**src/hdl/ifb_pkg.sv**
```systemverilog
/*
 * Constants, field layouts and helper functions for the interrupt
 * flag and enable bank. Assumes one 50 MHz clock; every register is one
 * byte at a word-aligned AXI4-Lite address.
 */
package ifb_pkg;
	localparam int NUM_REGS   = 10;
	localparam int IDX_W      = 4;
	localparam int REG_W      = 8;
	localparam int HALF_W     = 4;
	localparam int NUM_GROUPS = 7;
	localparam int NUM_TIMERS = 4;
	localparam int HALL_CH    = 3;
	localparam int PWM_CH     = 3;
	localparam int NUM_VEC    = 8;
	localparam int EDGE_W     = 2;
	localparam int AXI_AW     = 32;
	localparam int AXI_DW     = 32;
	localparam int STRB_W     = 4;

	localparam logic [IDX_W-1:0] IDX_CTRL2      = 4'h0;
	localparam logic [IDX_W-1:0] IDX_CTRL3      = 4'h1;
	localparam logic [IDX_W-1:0] IDX_MF_HALL    = 4'h2;
	localparam logic [IDX_W-1:0] IDX_MF_CAPADC  = 4'h3;
	localparam logic [IDX_W-1:0] IDX_MF_PWM     = 4'h4;
	localparam logic [IDX_W-1:0] IDX_MF_TIMER2  = 4'h5;
	localparam logic [IDX_W-1:0] IDX_MF_TIMER0  = 4'h6;
	localparam logic [IDX_W-1:0] IDX_MF_TIMER1  = 4'h7;
	localparam logic [IDX_W-1:0] IDX_MF_TIMER3  = 4'h8;
	localparam logic [IDX_W-1:0] IDX_EDGE_SEL   = 4'h9;

	localparam logic [REG_W-1:0] REG_RESET   = 8'h00;
	localparam logic [REG_W-1:0] MASK_FULL   = 8'hff;
	localparam logic [REG_W-1:0] MASK_HALL   = 8'h77;
	localparam logic [REG_W-1:0] MASK_TIMER  = 8'h33;
	localparam logic [REG_W-1:0] MASK_EDGE   = 8'h3f;
	localparam logic [1:0]       ALIGN_ZERO  = 2'h0;
	localparam logic [1:0]       RESP_OKAY   = 2'h0;
	localparam logic [1:0]       RESP_SLVERR = 2'h2;

	localparam int BIT_G2_FLAG    = 4;
	localparam int BIT_TB_FLAG    = 7;
	localparam int BIT_TB_EN      = 3;
	localparam int BIT_CAP_MATCH  = 7;
	localparam int BIT_HALL_RSV_H = 7;
	localparam int BIT_HALL_RSV_L = 3;
	localparam int VEC_G2         = 0;
	localparam int VEC_TB         = 7;

	typedef enum logic [1:0] {EDGE_OFF, EDGE_RISE, EDGE_FALL, EDGE_BOTH} ifb_edge_t;

	function automatic logic [REG_W-1:0] regMask(input logic [IDX_W-1:0] idx);
		if (idx == IDX_MF_HALL)
			return MASK_HALL;
		else if (idx >= IDX_MF_TIMER2 && idx <= IDX_MF_TIMER3)
			return MASK_TIMER;
		else if (idx == IDX_EDGE_SEL)
			return MASK_EDGE;
		else
			return MASK_FULL;
	endfunction

	// Flag nibble sits four bits above its enable nibble in every register but edge select
	function automatic logic [HALF_W-1:0] pending(input logic [REG_W-1:0] r);
		return r[REG_W-1:HALF_W] & r[HALF_W-1:0];
	endfunction

	function automatic logic [REG_W-1:0] flagsAt(input logic [HALF_W-1:0] f);
		return {f, {HALF_W{1'b0}}};
	endfunction
endpackage

```
**src/hdl/ifb_hall_if.sv**
```systemverilog
/*
 * Carries filtered Hall levels and edge selection to the edge detector
 * and its one-cycle hit pulses back. Assumes both ends share mclk.
 */
`timescale 1ns/1ps
`default_nettype none
interface ifb_hall_if;
	logic [ifb_pkg::HALL_CH-1:0]                  level;
	logic [ifb_pkg::HALL_CH*ifb_pkg::EDGE_W-1:0]  edgeSel;
	logic [ifb_pkg::HALL_CH-1:0]                  hit;
	modport detector (input level, input edgeSel, output hit);
	modport bank (output level, output edgeSel, input hit);
endinterface
`default_nettype wire

```
**src/hdl/ifb_bank.sv**
```systemverilog
/*
 * Interrupt request flag and enable bank with an AXI4-Lite slave.
 * Assumes event inputs are one-cycle pulses synchronous to mclk, the CPU
 * sequencer pulses vectorServiced when it takes a vector, and the global
 * enable comes from outside this bank.
 */
`timescale 1ns/1ps
`default_nettype none
module ifb_bank (
	input  wire logic                          mclk,
	input  wire logic                          sys_rst,
	input  wire logic                          s_axi_awvalid,
	output var  logic                          s_axi_awready,
	input  wire logic [ifb_pkg::AXI_AW-1:0]    s_axi_awaddr,
	input  wire logic                          s_axi_wvalid,
	output var  logic                          s_axi_wready,
	input  wire logic [ifb_pkg::AXI_DW-1:0]    s_axi_wdata,
	input  wire logic [ifb_pkg::STRB_W-1:0]    s_axi_wstrb,
	output var  logic                          s_axi_bvalid,
	input  wire logic                          s_axi_bready,
	output var  logic [1:0]                    s_axi_bresp,
	input  wire logic                          s_axi_arvalid,
	output var  logic                          s_axi_arready,
	input  wire logic [ifb_pkg::AXI_AW-1:0]    s_axi_araddr,
	output var  logic                          s_axi_rvalid,
	input  wire logic                          s_axi_rready,
	output var  logic [ifb_pkg::AXI_DW-1:0]    s_axi_rdata,
	output var  logic [1:0]                    s_axi_rresp,
	input  wire logic [ifb_pkg::HALL_CH-1:0]   hallLevel,
	input  wire logic                          capMatchEvent,
	input  wire logic                          capOverflowEvent,
	input  wire logic                          adcLimitEvent,
	input  wire logic                          adcDoneEvent,
	input  wire logic                          pwmPeriodEvent,
	input  wire logic [ifb_pkg::PWM_CH-1:0]    pwmDutyEvent,
	input  wire logic [ifb_pkg::NUM_TIMERS-1:0] timerCmpAEvent,
	input  wire logic [ifb_pkg::NUM_TIMERS-1:0] timerCmpPEvent,
	input  wire logic                          timebaseEvent,
	input  wire logic                          eepromEvent,
	input  wire logic                          uartEvent,
	input  wire logic                          globalIrqEnable,
	input  wire logic [ifb_pkg::NUM_VEC-1:0]   vectorServiced,
	output var  logic [ifb_pkg::NUM_VEC-1:0]   irqRequest,
	output var  logic [1:0]                    groupLowPending
);
	import ifb_pkg::*;

	logic [REG_W-1:0]      regBank      [NUM_REGS];
	logic [REG_W-1:0]      next_regBank [NUM_REGS];
	logic [REG_W-1:0]      setBits      [NUM_REGS];
	logic [NUM_GROUPS-1:0] anyPend;
	logic [NUM_GROUPS-1:0] pendPrev;
	logic [NUM_GROUPS-1:0] next_pendPrev;
	logic [NUM_GROUPS-1:0] groupRise;
	logic [NUM_VEC-1:0]    next_irqRequest;
	logic [1:0]            next_groupLowPending;

	logic                  next_awready;
	logic                  next_wready;
	logic                  next_bvalid;
	logic [1:0]            next_bresp;
	logic [AXI_AW-1:0]     awAddr;
	logic [AXI_AW-1:0]     next_awAddr;
	logic [AXI_DW-1:0]     wData;
	logic [AXI_DW-1:0]     next_wData;
	logic [STRB_W-1:0]     wStrb;
	logic [STRB_W-1:0]     next_wStrb;
	logic                  next_arready;
	logic                  next_rvalid;
	logic [AXI_DW-1:0]     next_rdata;
	logic [1:0]            next_rresp;
	logic                  doWrite;
	logic [IDX_W:0]        wrDec;
	logic [IDX_W:0]        rdDec;

	ifb_hall_if hallBus ();

	function automatic logic [IDX_W:0] decodeAddr(input logic [AXI_AW-1:0] a);
		logic [AXI_AW-3:0] word;
		word = a[AXI_AW-1:2];
		if (a[1:0] != ALIGN_ZERO)
			return '0;
		else if (word < NUM_REGS)
			return {1'b1, word[IDX_W-1:0]};
		else
			return '0;
	endfunction

	assign hallBus.level   = hallLevel;
	assign hallBus.edgeSel = regBank[IDX_EDGE_SEL][HALL_CH*EDGE_W-1:0];

	ifb_hall_edge u_hall_edge (
		.mclk    (mclk),
		.sys_rst (sys_rst),
		.hall    (hallBus.detector)
	);

	// Groups 0..6 map onto the hall..timer3 registers in address order
	always_comb begin
		for (int g = 0; g < NUM_GROUPS; g++) begin
			anyPend[g] = |pending(regBank[IDX_MF_HALL + g]);
		end
		next_pendPrev = anyPend;
		// Edge of the pending level, so a serviced group does not re-fire at once
		groupRise = anyPend & ~pendPrev;
	end

	// Events set flags whatever their enable says
	always_comb begin
		setBits[IDX_CTRL2]     = flagsAt(groupRise[5:2]);
		setBits[IDX_CTRL3]     = flagsAt({timebaseEvent, groupRise[6], eepromEvent,
			uartEvent});
		setBits[IDX_MF_HALL]   = flagsAt({1'b0, hallBus.hit});
		setBits[IDX_MF_CAPADC] = flagsAt({capMatchEvent, capOverflowEvent, adcLimitEvent,
			adcDoneEvent});
		setBits[IDX_MF_PWM]    = flagsAt({pwmPeriodEvent, pwmDutyEvent});
		setBits[IDX_MF_TIMER2] = flagsAt({2'h0, timerCmpAEvent[2], timerCmpPEvent[2]});
		setBits[IDX_MF_TIMER0] = flagsAt({2'h0, timerCmpAEvent[0], timerCmpPEvent[0]});
		setBits[IDX_MF_TIMER1] = flagsAt({2'h0, timerCmpAEvent[1], timerCmpPEvent[1]});
		setBits[IDX_MF_TIMER3] = flagsAt({2'h0, timerCmpAEvent[3], timerCmpPEvent[3]});
		setBits[IDX_EDGE_SEL]  = REG_RESET;
	end

	// Write first, then service clear, then set: an event in the clearing cycle wins
	always_comb begin
		for (int i = 0; i < NUM_REGS; i++) begin
			next_regBank[i] = regBank[i];
			if (doWrite && wrDec[IDX_W] && wrDec[IDX_W-1:0] == i && wStrb[0])
				next_regBank[i] = wData[REG_W-1:0] & regMask(IDX_W'(i));
		end
		next_regBank[IDX_CTRL2] = next_regBank[IDX_CTRL2]
			& ~flagsAt(vectorServiced[HALF_W-1:0]);
		next_regBank[IDX_CTRL3] = next_regBank[IDX_CTRL3]
			& ~flagsAt(vectorServiced[NUM_VEC-1:HALF_W]);
		for (int i = 0; i < NUM_REGS; i++) begin
			next_regBank[i] = next_regBank[i] | setBits[i];
		end
	end

	// Request needs flag, enable and global enable together
	always_comb begin
		next_irqRequest = {pending(regBank[IDX_CTRL3]), pending(regBank[IDX_CTRL2])}
			& {NUM_VEC{globalIrqEnable}};
		next_groupLowPending = anyPend[1:0];
	end

	always_ff @(posedge mclk) begin
		if (sys_rst) begin
			for (int i = 0; i < NUM_REGS; i++) begin
				regBank[i] <= REG_RESET;
			end
			pendPrev <= '0;
			irqRequest <= '0;
			groupLowPending <= '0;
		end else begin
			regBank <= next_regBank;
			pendPrev <= next_pendPrev;
			irqRequest <= next_irqRequest;
			groupLowPending <= next_groupLowPending;
		end
	end

	// Write path: address and data are parked until both are held
	always_comb begin
		doWrite = !s_axi_awready && !s_axi_wready && !s_axi_bvalid;
		wrDec = decodeAddr(awAddr);
		next_awready = s_axi_awready;
		next_wready = s_axi_wready;
		next_bvalid = s_axi_bvalid;
		next_bresp = s_axi_bresp;
		next_awAddr = awAddr;
		next_wData = wData;
		next_wStrb = wStrb;
		if (s_axi_awvalid && s_axi_awready) begin
			next_awready = 1'b0;
			next_awAddr = s_axi_awaddr;
		end
		if (s_axi_wvalid && s_axi_wready) begin
			next_wready = 1'b0;
			next_wData = s_axi_wdata;
			next_wStrb = s_axi_wstrb;
		end
		if (doWrite) begin
			next_bvalid = 1'b1;
			next_bresp = wrDec[IDX_W] ? RESP_OKAY : RESP_SLVERR;
		end else if (s_axi_bvalid && s_axi_bready) begin
			next_bvalid = 1'b0;
			next_awready = 1'b1;
			next_wready = 1'b1;
		end
	end

	// Read path: one read in flight, answered in the cycle after the address
	always_comb begin
		rdDec = decodeAddr(s_axi_araddr);
		next_arready = s_axi_arready;
		next_rvalid = s_axi_rvalid;
		next_rdata = s_axi_rdata;
		next_rresp = s_axi_rresp;
		if (s_axi_arvalid && s_axi_arready) begin
			next_arready = 1'b0;
			next_rvalid = 1'b1;
			next_rdata = '0;
			next_rresp = RESP_SLVERR;
			if (rdDec[IDX_W]) begin
				next_rdata = {{(AXI_DW-REG_W){1'b0}}, regBank[rdDec[IDX_W-1:0]]};
				next_rresp = RESP_OKAY;
			end
		end else if (s_axi_rvalid && s_axi_rready) begin
			next_rvalid = 1'b0;
			next_arready = 1'b1;
		end
	end

	always_ff @(posedge mclk) begin
		if (sys_rst) begin
			s_axi_awready <= 1'b1;
			s_axi_wready <= 1'b1;
			s_axi_bvalid <= 1'b0;
			s_axi_bresp <= RESP_OKAY;
			awAddr <= '0;
			wData <= '0;
			wStrb <= '0;
			s_axi_arready <= 1'b1;
			s_axi_rvalid <= 1'b0;
			s_axi_rdata <= '0;
			s_axi_rresp <= RESP_OKAY;
		end else begin
			s_axi_awready <= next_awready;
			s_axi_wready <= next_wready;
			s_axi_bvalid <= next_bvalid;
			s_axi_bresp <= next_bresp;
			awAddr <= next_awAddr;
			wData <= next_wData;
			wStrb <= next_wStrb;
			s_axi_arready <= next_arready;
			s_axi_rvalid <= next_rvalid;
			s_axi_rdata <= next_rdata;
			s_axi_rresp <= next_rresp;
		end
	end
endmodule
`default_nettype wire

```
**src/hdl/ifb_hall_edge.sv**
```systemverilog
/*
 * Hall edge detector: one registered hit pulse per selected edge.
 * Assumes the filtered Hall levels are synchronous to mclk.
 */
`timescale 1ns/1ps
`default_nettype none
module ifb_hall_edge (
	input  wire logic         mclk,
	input  wire logic         sys_rst,
	ifb_hall_if.detector      hall
);
	import ifb_pkg::*;

	logic [HALL_CH-1:0] levelPrev;
	logic [HALL_CH-1:0] next_levelPrev;
	logic [HALL_CH-1:0] hitReg;
	logic [HALL_CH-1:0] next_hitReg;
	logic               primed;
	logic               next_primed;

	function automatic logic edgeHit(input ifb_edge_t sel, input logic prev, input logic now);
		case (sel)
			EDGE_RISE: return !prev && now;
			EDGE_FALL: return prev && !now;
			EDGE_BOTH: return prev != now;
			default:   return 1'b0;
		endcase
	endfunction

	// No edge is reported until one level has been seen after reset
	always_comb begin
		next_levelPrev = hall.level;
		next_primed = 1'b1;
		for (int c = 0; c < HALL_CH; c++) begin
			next_hitReg[c] = primed && edgeHit(ifb_edge_t'(hall.edgeSel[c*EDGE_W +: EDGE_W]),
				levelPrev[c], hall.level[c]);
		end
	end

	always_ff @(posedge mclk) begin
		if (sys_rst) begin
			levelPrev <= '0;
			hitReg <= '0;
			primed <= 1'b0;
		end else begin
			levelPrev <= next_levelPrev;
			hitReg <= next_hitReg;
			primed <= next_primed;
		end
	end

	assign hall.hit = hitReg;
endmodule
`default_nettype wire

```
**config.mk**
```make
export PLATFORM = sky130hd
export DESIGN_NAME = ifb_bank
export DESIGN_NICKNAME = d
export VERILOG_FILES = /design/src/hdl/ifb_pkg.sv /design/src/hdl/ifb_hall_if.sv /design/src/hdl/ifb_bank.sv /design/src/hdl/ifb_hall_edge.sv
export SDC_FILE = /design/constraint.sdc
export NUM_CORES = 1
export LEC_CHECK = 0
export ABC_AREA = 1
export BUFFER_PORTS_ARGS = -buffer_cell sky130_fd_sc_hd__buf_4
export CAP_MARGIN = 10
export CORE_MARGIN = 10
export CORE_UTILIZATION = 55
export DETAILED_ROUTE_END_ITERATION = 10
export GPL_ROUTABILITY_DRIVEN = 0
export GPL_TIMING_DRIVEN = 0
export PLACE_DENSITY = 0.84
export SYNTH_ARGS = -nofsm -noshare
export SYNTH_HDL_FRONTEND = slang
export SYNTH_SLANG_ARGS = --single-unit
```
**constraint.sdc**
```tcl
create_clock -name mclk -period 3.9 [get_ports mclk]
set_clock_uncertainty 0.15 [all_clocks]
set_input_delay 0.39 -clock mclk [delete_from_list [all_inputs] [get_ports mclk]]
set_output_delay 0.39 -clock mclk [all_outputs]
set_load 0.1 [all_outputs]
```
==> Word-level counts from Yosys, hierarchy flattened <==
Index checks and enable logic that the tools add are counted.
{ "totals": {"output_inout_bits": 51, "regBits": 186, "wordCells": 190} }
{ "classes": {"mux": 45, "n_reduce_logical": 58, "order_cmp": 3, "n_eq_ne": 21, "bitwise_logic": 36} }
{ "ops": {"columns": ["cell", "n"], "rows": [
  ["$mux W8", 22],
  ["$and A8 B8 Y8", 13],
  ["$lt A30 B4 Y1 const B", 2],
  ["$logic_and A1 B1 Y1", 37],
  ["$and A4 B4 Y4", 9],
  ["$bmux W8 S4", 1],
  ["$or A8 B6 Y8", 4],
  ["$or A8 B8 Y8", 4],
  ["$reduce_or A4 Y1", 7],
  ["$mux W5", 4],
  ["$eq A4 B3 Y1 const B", 4],
  ["$not A8 Y8", 2],
  ["$mux W1", 13],
  ["$eq A2 B2 Y1 const B", 6],
  ["$logic_not A1 Y1", 9],
  ["$pmux W1 S3", 3],
  ["$eq A4 B2 Y1 const B", 2],
  ["$eq A4 B4 Y1 const B", 2],
  ["$or A8 B7 Y8", 1],
  ["$reduce_bool A2 Y1", 4],
  ["$and A7 B7 Y7", 1],
  ["$not A7 Y7", 1],
  ["$eq A2 B1 Y1 const B", 3],
  ["$ge A5 B5 Y1 const B", 1],
  ["5 further kinds", 8]
]} }

==> Longest topological paths before layout <==
Gate-level depths: netlist (run 1).
{ "logic_depth": {"ltp_word": 11, "depth_mapped": 15, "depth_no_buf": 13} }

==> By module <==
A second synthesis (run 1) with hierarchy kept.
{ "unflattened": {"hier_cells": 938, "area_unflattened_um2": 6486.2} }
{ "by_module_without_submodules": {"columns": ["mod", "seq_area_each_um2", "area_each_um2", "instances", "cells_each"], "rows": [
  ["ifb_bank", 2622.5, 6099.6, 1, 880],
  ["ifb_hall_edge", 140.1, 386.6, 1, 58]
]} }

==> Worst setup path after synthesis (run 1) <==
No wires, ideal clock.
{ "synth_path": {"path_kind": "flip-flop to flip-flop", "startpoint": "register s_axi_bvalid", "endpoint": "register regBank[60] (netlist bit)", "setup_time_ns": 0.113, "path_slack_ns": 1.737, "t_required_ns": 3.637, "arrival_ns": 1.900, "stages_incl_launch_ff": 10, "n_path_buf": 1, "cell_sequence": "dfxtp_1 -> nor3_2 -> nand3_4 -> nor2_8 -> nand2_4 -> buf_6 -> nand2_1 -> nand2_1 -> o21ai_1 -> inv_1"} }
{ "synth_via": {"elab_chain_len": 7} }
{ "synth_lines": {"columns": ["item", "line", "text"], "rows": [
  ["start, declared", "ifb_bank.sv:19", "output var logic s_axi_bvalid,"],
  ["start signal, assigned", "ifb_bank.sv:231", "s_axi_bvalid <= next_bvalid;"],
  ["$logic_not A1 Y1", "ifb_bank.sv:165", "doWrite = !s_axi_awready && !s_axi_wready && !s_axi_bvalid;"],
  ["$logic_and A1 B1 Y1", "ifb_bank.sv:165", null],
  ["$logic_and A1 B1 Y1 (3 in series)", "ifb_bank.sv:128", "if (doWrite && wrDec[IDX_W] && wrDec[IDX_W-1:0] == i && wStrb[0])"],
  ["$mux W8", "ifb_bank.sv:128", null],
  ["$or A8 B7 Y8", "ifb_bank.sv:136", "next_regBank[i] = next_regBank[i] | setBits[i];"],
  ["end signal, assigned", "ifb_bank.sv:156", "regBank <= next_regBank;"],
  ["end, declared", "ifb_bank.sv:48", "logic [REG_W-1:0] regBank [NUM_REGS];"]
]} }
Every way passes these cells.
A chain may end at the register's enable or synchronous reset.

==> Final worst setup path (run 1) <==
{ "layout_path": {"startpoint": "register awAddr[8]", "endpoint": "register regBank[25] (netlist bit)"} }
{ "layout_via": {"elab_chain_len": 8, "word_cells_on_any_way": 9, "classes_between": "order compare: 1; eq/ne: 1; mux: 3; bitwise: 1; reduce/logical: 3"} }
{ "layout_lines": {"columns": ["item", "line", "text"], "rows": [
  ["start, declared", "ifb_bank.sv:62", "logic [AXI_AW-1:0] awAddr;"],
  ["start signal, assigned", "ifb_bank.sv:233", "awAddr <= next_awAddr;"],
  ["$lt A30 B4 Y1 (*)", "ifb_bank.sv:83", "else if (word < NUM_REGS)"],
  ["$mux W5 (*)", "ifb_bank.sv:83", null],
  ["$mux W5 (*)", "ifb_bank.sv:81", "if (a[1:0] != ALIGN_ZERO)"],
  ["$eq A4 B3 Y1 or $logic_and A1 B1 Y1 (tied branches)", "ifb_bank.sv:128", null],
  ["$logic_and A1 B1 Y1 (*) (2 in series)", "ifb_bank.sv:128", null],
  ["$mux W8 (*)", "ifb_bank.sv:128", null],
  ["$or A8 B6 Y8 (*)", "ifb_bank.sv:136", null]
]} }
Every way passes the cells marked *; elsewhere a longest branch is shown, timed or not.

==> impl_results.md, run 1 <==
* Status: complete, no violations
* Antenna-violating nets left at 0
* Min cycle time layout at 2.18 ns
* CP Cell Sequence: nor2_2, nand2_1, nor2_1, nand2_2, nor2_8, nand4_1, nor2_1, inv_1, o21ai_0, a21oi_1
* Synth Register Bits at 138
* Post-synth top cells: nand2_1, inv_1, dfxtp_1
* Distinct cells, synth at 37
* # H-tree levels at 4
* Hold-fix buffers, CTS at 0
* Hold WS at about 0.025 ns
* Delay-heaviest family, CP: simple AND/OR/NAND/NOR gates
* Area contributors post-synth: dfxtp_1, nand2_1, inv_1
* FMAX at ~0.46 GHz
* Initial DRT Pass Iterations at 7
* Syn Area/Cell at slightly below 7 um^2
* Top cell type's share of synthesized area at between 40 and 50%
* CTS root buf: clkbuf_16
* Core Region at 11,500 um^2
* Area Growth Syn to Fin at 27.8%
* Seq/Total Area, Yosys at 42.3%
* CTS sink cnt at between 100 and 150
* Initial core utilization at a little under three fifths
* RSZ-0062 raised after global routing: no
* Die W at 129 um
* Largest net degree at the start of global routing at 17
* Static Leak at 4.08 nW
* Max-slew violations at 0
* Final setup viols at 0
* Clock-pin slew on the worst setup and hold paths at ~0.060 ns
* Post-synth EDFFs at 0
* Filler cells at around 930
* Vias per Instance at 5.24
* Worst-path maximum fanout at 8
* # port buffers at 132
* Kind of end point of the critical path: flip-flop
* Die area at 16,600 um^2
* Ys flop type: dfxtp_1
* Most frequent CP cell: nor2_1
* Hold WC Path Type: primary input to flip-flop
* CTS tree: done
* Startpoint Class: flip-flop
* CP max stage cell: nor2_1
* Critical Path RT at 4.05 ns
* Final setup TNS at 0 ns
* Overflow after GRT at 0
* Cell Area, Synth at about 6500 um^2
* Post-DP HPWL at 15,000 um
* First-pass GRT wire length at around 30,000 um
* Initial antenna violation count at 0
* Top-count cell post-synth: nand2_1
* Vias in the first global route at 6,360
* Pwr/cell area at between 400 and 500 nW/um^2
* Diodes inserted at 0
* CP Buf/Inv Count at 1
* Clock buffer depth at 2
* Clk_lat worst skew at 0.42 ns
* Final Hold Vio Count at 0
* Total wire length at 19,400 um
* Nets@finish at 1,262
* Peak VDD IR at approximately 0.00023 V
* CP peak stage delay at 0.33 ns
* CTS resizes at 0
* Least-Margin Pin Slew at about 0.71 ns
* Setup Fix Bufs, Post-CTS at 0
* Max-Cap Viols at 0
* Tcrit/Tclk final at 55.9%
* Num CTS Buffers at 17
* # DRC at 0
* Fraction of layout instances using a drive strength above 1 at 20.3%
* Crit Path Category: flip-flop to flip-flop
* Routed WL per cell at 15.3 um
* Iter 0 DRT Violations at 591
* Ys async rst share at 0%
* Crit path DAT at 2.34 ns
* Site Rows at 39
* Yosys warnings at 0
* Die span in y at between 100 and 150 um
* Tot GR Track Use at 23.0%
* Yosys top cell by area: dfxtp_1
* DR vias at approximately 6,700
* Syn Inst Count at 942
* Worst slew margin at about 53%
* # IOs at around 190
-- worst min-delay path, cell delays in order --
cell and delay [ns]:
buf_4 0.08, o21ai_1 0.06, inv_1 0.04
-- area by class of cell --
cell class	count	area, um^2	area share [%]
multi-input combinational	615	2890	34.7
tap	143	179	2.15
inverter	148	558	6.69
timing repair buffer	132	991	11.9
clock buffer	17	425	5.10
clock inverter	14	124	1.49
sequential	138	2760	33.1
buffer	66	409	4.91
-- kinds of logic (layout without fill, tap and decap cells) --
family,Yosys count,count (layout),share of synthesized area (%)
flip-flops,138,138,42.3
adder cells (fa/ha/maj),6,6,1.15
other,1,26,0.0574
AO/OA/AOI/OAI,207,207,16.5
AND/OR/NAND/NOR,376,376,25.1
buffers and inverters,214,377,14.8
-- per-layer routing --
| metal | part of all wire [%] | global-route usage [%] | up-vias |
|---|---|---|---|
| li1 | - | - | 3299 |
| met1 | 39 | 26.6 | 2935 |
| met2 | 46 | 38.0 | 372 |
| met3 | 12 | 8.09 | 60 |
| met4 | 3.4 | 10.1 | 0 |
| met5 | 0 | 0 | - |
-- state kept, by name (all words and copies together), names as in the netlist --
| signal | cells |
|---|---|
| s_axi_bvalid | 1 |
| groupLowPending | 1 |
| awAddr | 32 |
| s_axi_bresp | 1 |
| regBank | 54 |
| hallBus.edgeSel | 6 |
| u_hall_edge.levelPrev | 3 |
| s_axi_rvalid | 1 |
| wStrb | 1 |
| pendPrev | 6 |
| s_axi_awready | 1 |
| s_axi_arready | 1 |
| irqRequest | 8 |
| s_axi_rdata | 8 |
| u_hall_edge.primed | 1 |
| s_axi_wready | 1 |
| s_axi_rresp | 1 |
| wData | 8 |
| u_hall_edge.hall.hit | 3 |
-- final timing paths --
check                              start                       end  slack (ns)  cells after the start
setup / recovery  awAddr[8]$_SDFFE_PP0P_  regBank[25]$_SDFFE_PP0P_        1.72                     10
hold reg to reg   pendPrev[4]$_SDFF_PP0_    regBank[78]$_SDFF_PP0_        0.26                      1
setup reg to reg  awAddr[8]$_SDFFE_PP0P_  regBank[25]$_SDFFE_PP0P_        1.72                     10
hold / removal         timerCmpPEvent[2]    regBank[36]$_SDFF_PP0_        0.02                      3
-- stage by stage --
step / cells / instance area [um^2] / utilization, % / power (W) / setup slack, ns
CTS: 1273 / 8340 / 72.4 / 0.00352 / 1.74
global route: 1273 / 8340 / 72.4 / 0.00363 / 1.55
floorplan: 967 / 6620 / - / 0.00187 / 1.74
detailed placement: 1242 / 7790 / 67.7 / 0.00204 / 1.65
finish: 1273 / 8340 / 72.4 / 0.00352 / 1.72
global placement: 1242 / 7790 / 67.7 / 0.00203 / 1.65
-- report_power, final --
group | switching, W | internal [W]
registers | 0.0000471 | 0.00147
clock network | 0.000625 | 0.000872
logic | 0.000337 | 0.000168
total | 0.00101 | 0.00251
-- placed cells by master (no fill, tap or decap), types with 2 or more instances in the layout --
master / count
nand3_1: 56
nand3b_1: 3
clkbuf_16: 17
nor2_2: 7
inv_2: 4
inv_1: 143
clkinv_2: 4
o21ai_1: 21
clkinvlp_4: 4
buf_6: 6
ha_1: 6
o211ai_1: 4
nor3_1: 11
clkbuf_1: 26
inv_6: 2
a21oi_1: 90
o22ai_1: 7
nor2_8: 2
nand2_1: 173
buf_4: 162
nand4_1: 6
nand2_4: 3
buf_2: 3
nand2_2: 5
nor2_1: 105
clkinv_4: 3
dfxtp_1: 138
o21ai_0: 79
conb_1: 26
Note: power is estimated with default switching activity, not from simulation.
==> run 2, diff against run 1 <==
Settings changed: ABC_AREA 1 to 0, CORE_UTILIZATION 55 to 51, PLACE_DENSITY 0.84 to 0.79.
Clock period 3.9 ns to 2.1 ns, I/O delays scaled along.
==> run 2 against run 1 <==
  * Via count is 1.9% lower
  * Critical path type unchanged
  * Largest cell class unchanged
  * The run now ends with negative setup slack left
  * Critical endpoint is now regBank[33]$_SDFFE_PP0P_
  * Global-route usage is 2.5 points higher
  * Power is 120% higher
  * Critical path depth is 3 lower
  * Highest routed layer unchanged
  * Setup slack worse by 1.9 ns
==> impl_results.md, run 2 <==
* Pre-CTS WS at -0.537 ns
* Final Hold Vio Count at 0
* Antenna-violating nets left at 0
* Seq/Total Area, Yosys at 44.7%
* Adder-cell share of the synthesized area at 1.22%
* Max-slew violations at 0
* Fin worst setup slack at -0.170 ns
* Top-count cell post-synth: dfxtp_1
* Int Pwr at 0.00561 W
* Peak VDD IR at 0.000617 V
* RSZ-0062 raised after global routing: yes
* Yosys top cell by area: dfxtp_1
* Power Total at 0.00759 W
* Core Region at 11,900 um^2
* First-pass GRT wire length at roughly 34,000 um
* Diodes inserted at 0
* Post-synth top cells: dfxtp_1, nand2_1, a21oi_1
* Critical Path RT at between 2 and 2.5 ns
* Fin cells at ~1,100
* Yosys warnings at 0
* Crit path DAT at approximately 2.4 ns
* Ys flop type: dfxtp_1
* Fraction of layout instances using a drive strength above 1 at 29.2%
* Status: complete, but fails checks
* CTS tree: done
* Worst slew margin at 44.3%
* Final setup TNS at -1.81 ns
* Routed WL per cell at 20.4 um
* # port buffers at 132
* # DRC at 0
* Commonest non-fill, non-tap cell in the layout: buf_4
* Top flop regs: regBank (54), awAddr (32)
* Top cell type's share of synthesized area at 44.7%
* Die W at 130 um
* Most flop-heavy register: regBank
* Vias in the first global route at about 6,500
* Logic gate share of total power at between 10% and 20%
* Min cycle time layout at 2.27 ns
* Flip-flop and latch area at between 2000 and 3000 um^2
* Die span in y at 130 um
* Site Rows at 40
* Commonest non-fill, non-tap cells in the layout: buf_4, dfxtp_1, nand2_1
* Vias per Instance at 5.71
* Nets@finish at about 1,100
* Post-DP HPWL at about 14,000 um
* Startpoint Class: flip-flop
* Area Growth Syn to Fin at 52.5%
* Post-Synth XOR/XNOR Area at 0%
* Initial DRT Pass Iterations at 6
* Static Leak at approximately 4.1 nW
* CTS root buf: clkbuf_16
* Failing checks: negative setup slack
* Clk_lat worst skew at about 0.42 ns
* Multi-input gate area at 3210 um^2
* Distinct cells, synth at 55
* Placed standard-cell area at 7480 um^2
* Kind of end point of the critical path: flip-flop
* Crit Path Category: flip-flop to flip-flop
* Pwr/cell area at roughly 800 nW/um^2
* Compound-cell area share of the yosys netlist at between 10% and 20%
* Syn Area/Cell at 8.76 um^2
* Reg power frac at 36.9%
* FMAX at roughly 0.44 GHz
* Ys async rst share at 0%
* Final instance area at about 9400 um^2
* Die area at 16,900 um^2
* Post-Synth Simple-Gate Area at 20.8%
* Clock-pin slew on the worst setup and hold paths at 0.06 ns
* Placed Instances at 1,009
* Multiplexer share of the synthesized area at between 10% and 20%
* Clk network pwr share at approximately 48%
* Initial antenna violation count at 0
* Clock buffer depth at 2
* Max reg flops at 54
* # H-tree levels at 4
* DR vias at 6,541
* CTS sink cnt at between 100 and 150
* Cell Area, Synth at 6170 um^2
* Post-synth EDFFs at 0
* Iter 0 DRT Violations at 757
* Max-Cap Viols at 0
* Hold WC Path Type: primary input to flip-flop
* # IOs at 189
* Syn Inst Count at 705
* Tcrit/Tclk final at 108%
* Filler cells at 748
* Final setup viols at 31
* Main combinational cell family by area after synthesis: simple AND/OR/NAND/NOR gates
* Overflow after GRT at 0
* Switching Share at 26.1%
* Worst-path maximum fanout at 7
* Total wire length at ~23,000 um
* P_sw at ~0.0020 W
* Largest net degree at the start of global routing at 17
* Synth Register Bits at 138
* Tot GR Track Use at 25.6%
* Initial core utilization at 51.8%
* Num CTS Buffers at 17
* Least-Margin Pin Slew at 0.836 ns
* Area contributors post-synth: dfxtp_1, mux2i_1, a21oi_1
## run 2: path summary, 6_finish.rpt
kind | startpoint | to | slack, ns | cells after the start
setup / recovery | awAddr[23]$_SDFFE_PP0P_ | regBank[33]$_SDFFE_PP0P_ | -0.17 | 7
hold / removal | s_axi_arvalid | s_axi_rvalid$_SDFFE_PP0P_ | 0.06 | 3
setup reg to reg | awAddr[23]$_SDFFE_PP0P_ | regBank[33]$_SDFFE_PP0P_ | -0.17 | 7
hold reg to reg | u_hall_edge.hall.hit[2]$_SDFF_PP0_ | regBank[62]$_SDFF_PP0_ | 0.29 | 2
## run 2: layout make-up
cell class	count	share of cell area (%)
Multi-Input combinational cell	491	34.0
Inverter	31	1.24
Timing Repair Buffer	237	21.6
Clock inverter	10	2.47
Sequential cell	138	29.5
Tap cell	147	1.95
Clock buffer	22	5.05
Buffer	69	4.12
## run 2: timing repair
| action | in CTS | in global routing |
|---|---|---|
| buffers inserted | 14 | 16 |
| hold buffers | 75 | 0 |
| gates cloned | 0 | 1 |
| pin swaps | 16 | 37 |
| setup endpoints to repair | 60 | 61 |
| resized for setup | 22 | 31 |
| hold endpoints to repair | 73 | 0 |
## run 2: critical path, cell delays in order, from the launching register on
cell and delay (ns):
dfxtp_2 0.33, nor4_4 0.33, nand3_4 0.17, nor4_4 0.29, buf_6 0.19, nand4_1 0.30, mux2i_1 0.29, nor2_1 0.08
## run 2: cell families after synthesis
family | count (synthesis)
other | 1
muxes | 68
adders and majority gates | 6
AOI/OAI and AO/OA | 140
and+or+nand+nor | 251
buffers and inverters | 101
DFF | 138
## run 2: routing by layer
layer	global-route usage [%]	wire length (um)	up-vias
met5	0	0	-
met4	13.8	1240	0
met3	8.84	2760	109
met2	43.4	11200	484
met1	27.4	8150	2980
li1	-	-	2968
## run 2: through the flow
step,hold slack [ns],util (%)
6_report,0.0626,79.1
3_3_place_gp,0.256,62.8
4_1_cts,0.0618,77.0
2_1_floorplan,0.149,-
3_5_place_dp,0.261,62.8
5_1_grt,0.0931,79.1
## run 2: power groups by stage
stage	Sequential (W)	Clock, W	Combinational (W)
floorplan	0.00288	0	0.000569
global placement	0.00284	0	0.000909
detailed placement	0.00284	0	0.000917
CTS	0.00279	0.00360	0.00107
global route	0.00281	0.00374	0.00121
finish	0.00280	0.00364	0.00114
==> run 3, diff against run 2 <==
Settings changed: PLACE_DENSITY 0.79 to not set, PLACE_DENSITY_LB_ADDON set to 0.2.
==> run 3 against run 2 <==
  * The flow still finishes with violations (negative setup slack)
  * Fmax shrank 3.2%
  * Largest cell class unchanged
  * Global-route usage fell by 0.36 points
  * Largest power group unchanged
  * Via count fell by 1.3%
  * Flip-flop and latch count is the same
  * Count of clock-buffer cells in the layout down 3
  * Power is 7.4% lower
  * Final area is 0.46% lower
  * Combinational power about the same
  * Clock power fell by 16%
  * Non-clock buffer count up 2
  * Critical endpoint is now regBank[61]$_SDFF_PP0_
  * First-iteration DRC count is 22% lower
==> impl_results.md, run 3 (synthesis gave the netlist of run 2 again) <==
* Peak VDD IR at between 0.0006 and 0.0007 V
* Reg2Reg Setup Slack at -0.25 ns
* Status: complete, but fails checks
* Crit path DAT at about 2.5 ns
* Top flop regs: regBank (54), awAddr (32)
* Failing checks: negative setup slack
* CP peak stage delay at 0.37 ns
* FMAX at 0.426 GHz
* Switching Share at 27.7%
* Crit Path Category: flip-flop to flip-flop
* P_sw at 0.00195 W
* Post-DP HPWL at 14,700 um
* Static Leak at approximately 4.1 nW
* CP Cell Sequence: nor4_4, nand4_4, buf_4, nor3_4, buf_4, nand4_1, buf_6, mux2i_1, a21oi_1
* Delay-heaviest family, CP: simple AND/OR/NAND/NOR gates
* Largest net degree at the start of global routing at 17
* Overflow after GRT at 0
* Kind of end point of the critical path: flip-flop
* HP Start: s_axi_arvalid
* Clock-pin slew on the worst setup and hold paths at 0.06 ns
* CTS sink cnt at 138
* # H-tree levels at 4
* Worst-path maximum fanout at 6
* Max-slew violations at 0
* Clk_lat worst skew at 0.43 ns
* Worst R2R End: regBank[61]$_SDFF_PP0_
* Die span in y at 130 um
* CTS root buf: clkbuf_16
* Clk network pwr share at 43.7%
* Startpoint Class: flip-flop
* Worst slew margin at 45.9%
* Core Region at between 10,000 and 15,000 um^2
* Antenna-violating nets left at 0
* Die W at 130 um
* Logic gate share of total power at between 10% and 20%
* Final Hold Vio Count at 0
* Least-Margin Pin Slew at just over 0.8 ns
* Max-Cap Viols at 0
* Final setup viols at 58
* Area Growth Syn to Fin at 51.8%
* Clock buffer depth at 2
* Fin cells at 1,148
* Reg power frac at about two fifths
* Tot GR Track Use at 25.2%
* # IOs at between 150 and 200
* CP Buf/Inv Count at 3
* Most flop-heavy register: regBank
* Fraction of layout instances using a drive strength above 1 at 29.4%
* Nets@finish at roughly 1,100
* Max reg flops at 54
* Commonest non-fill, non-tap cells in the layout: buf_4, dfxtp_1, nand2_1
* Total wire length at 22,300 um
* Vias per Instance at 5.62
* # port buffers at around 130
* Cells on worst reg2reg path at 9
* Worst R2R Start: awAddr[30]$_SDFFE_PP0P_
* Hold WC Path Type: primary input to flip-flop
* Initial core utilization at 51.8%
* Hold Path Depth at 3
* Pre-CTS WS at -0.518 ns
* CP max stage cell: nor4_4
* DR vias at roughly 6,500
* Routed WL per cell at 19.5 um
* Hold Path End: s_axi_rvalid$_SDFFE_PP0P_
* Fin worst setup slack at -0.246 ns
* # DRC at 0
* Commonest non-fill, non-tap cell in the layout: buf_4
* Vias in the first global route at 6,493
* Min cycle time layout at 2.35 ns
* Critical Path RT at roughly 2.2 ns
* Initial DRT Pass Iterations at 5
* Most frequent CP cell: buf_4
* RSZ-0062 raised after global routing: yes
* Placed Instances at between 1,000 and 1,500
* First-pass GRT wire length at 33,200 um
* Tcrit/Tclk final at 112%
* CTS tree: done
* Pwr/cell area at 750 nW/um^2
* Iter 0 DRT Violations at 587
* Initial antenna violation count at 1
* Die area at 16,900 um^2
* Site Rows at 40
* Power Total at ~0.007 W
* Int Pwr at between 0.005 and 0.006 W
* Num CTS Buffers at 17
* Final setup TNS at -8.42 ns
## run 3: worst max path at each step
stage                       startpoint                endpoint  slack [ns]  cells after the start
5_1_grt        awAddr[30]$_SDFFE_PP0P_  regBank[77]$_SDFF_PP0_       -0.33                      8
3_5_place_dp   awAddr[30]$_SDFFE_PP0P_  regBank[68]$_SDFF_PP0_       -0.52                      6
4_1_cts        awAddr[30]$_SDFFE_PP0P_  regBank[77]$_SDFF_PP0_       -0.20                      8
3_3_place_gp    awAddr[8]$_SDFFE_PP0P_  regBank[68]$_SDFF_PP0_       -0.49                      6
6_report       awAddr[30]$_SDFFE_PP0P_  regBank[61]$_SDFF_PP0_       -0.25                      9
2_1_floorplan  awAddr[27]$_SDFFE_PP0P_  regBank[68]$_SDFF_PP0_       -0.14                      6
## run 3: repair_timing
action	4_1_cts	5_1_grt
endpoints found under the setup margin	60	63
gates resized for setup	32	21
pin swaps	29	17
gates cloned	1	0
setup buffers	17	17
hold endpoints to repair	73	0
hold buffers	75	0
## run 3: worst min-delay path, delay by kind of cell
family	cells	cell delay, ns
buffers and inverters	1	0.08
AND/OR/NAND/NOR	1	0.17
AO/OA/AOI/OAI	1	0.17
## run 3: power groups by stage
stage          clock network [W]  logic, W  registers (W)
6_report                 0.00307   0.00116        0.00280
4_1_cts                  0.00307   0.00108        0.00279
2_1_floorplan                  0  0.000569        0.00288
5_1_grt                  0.00317   0.00122        0.00281
3_3_place_gp                   0  0.000907        0.00283
3_5_place_dp                   0  0.000925        0.00284
## run 3: per-stage QoR
stage                     cell area, um^2  hold WS (ns)  utilization (%)
after floorplan                      6300         0.149                -
after global placement               7480         0.248             62.8
after detailed placement             7480         0.258             62.8
after CTS                            9150        0.0641             76.8
after global routing                 9380         0.108             78.7
final                                9380        0.0865             78.7
## run 3: final cells by class
cell class              count  area [um^2]
well taps                 147          184
plain buffers              68          383
flip-flops and latches    138         2780
multi-input cells         491         3230
clock buffers              19          453
clock inverters            13          149
repair buffers            240         2080
diodes                      1         2.50
fillers                   726         2540
inverters                  31          116
## run 3: routing by layer
layer	routed length, um	GRT usage (%)
met2	10900	43.2
met5	0	0
met3	2360	7.71
met1	8220	28.7
met4	821	9.92
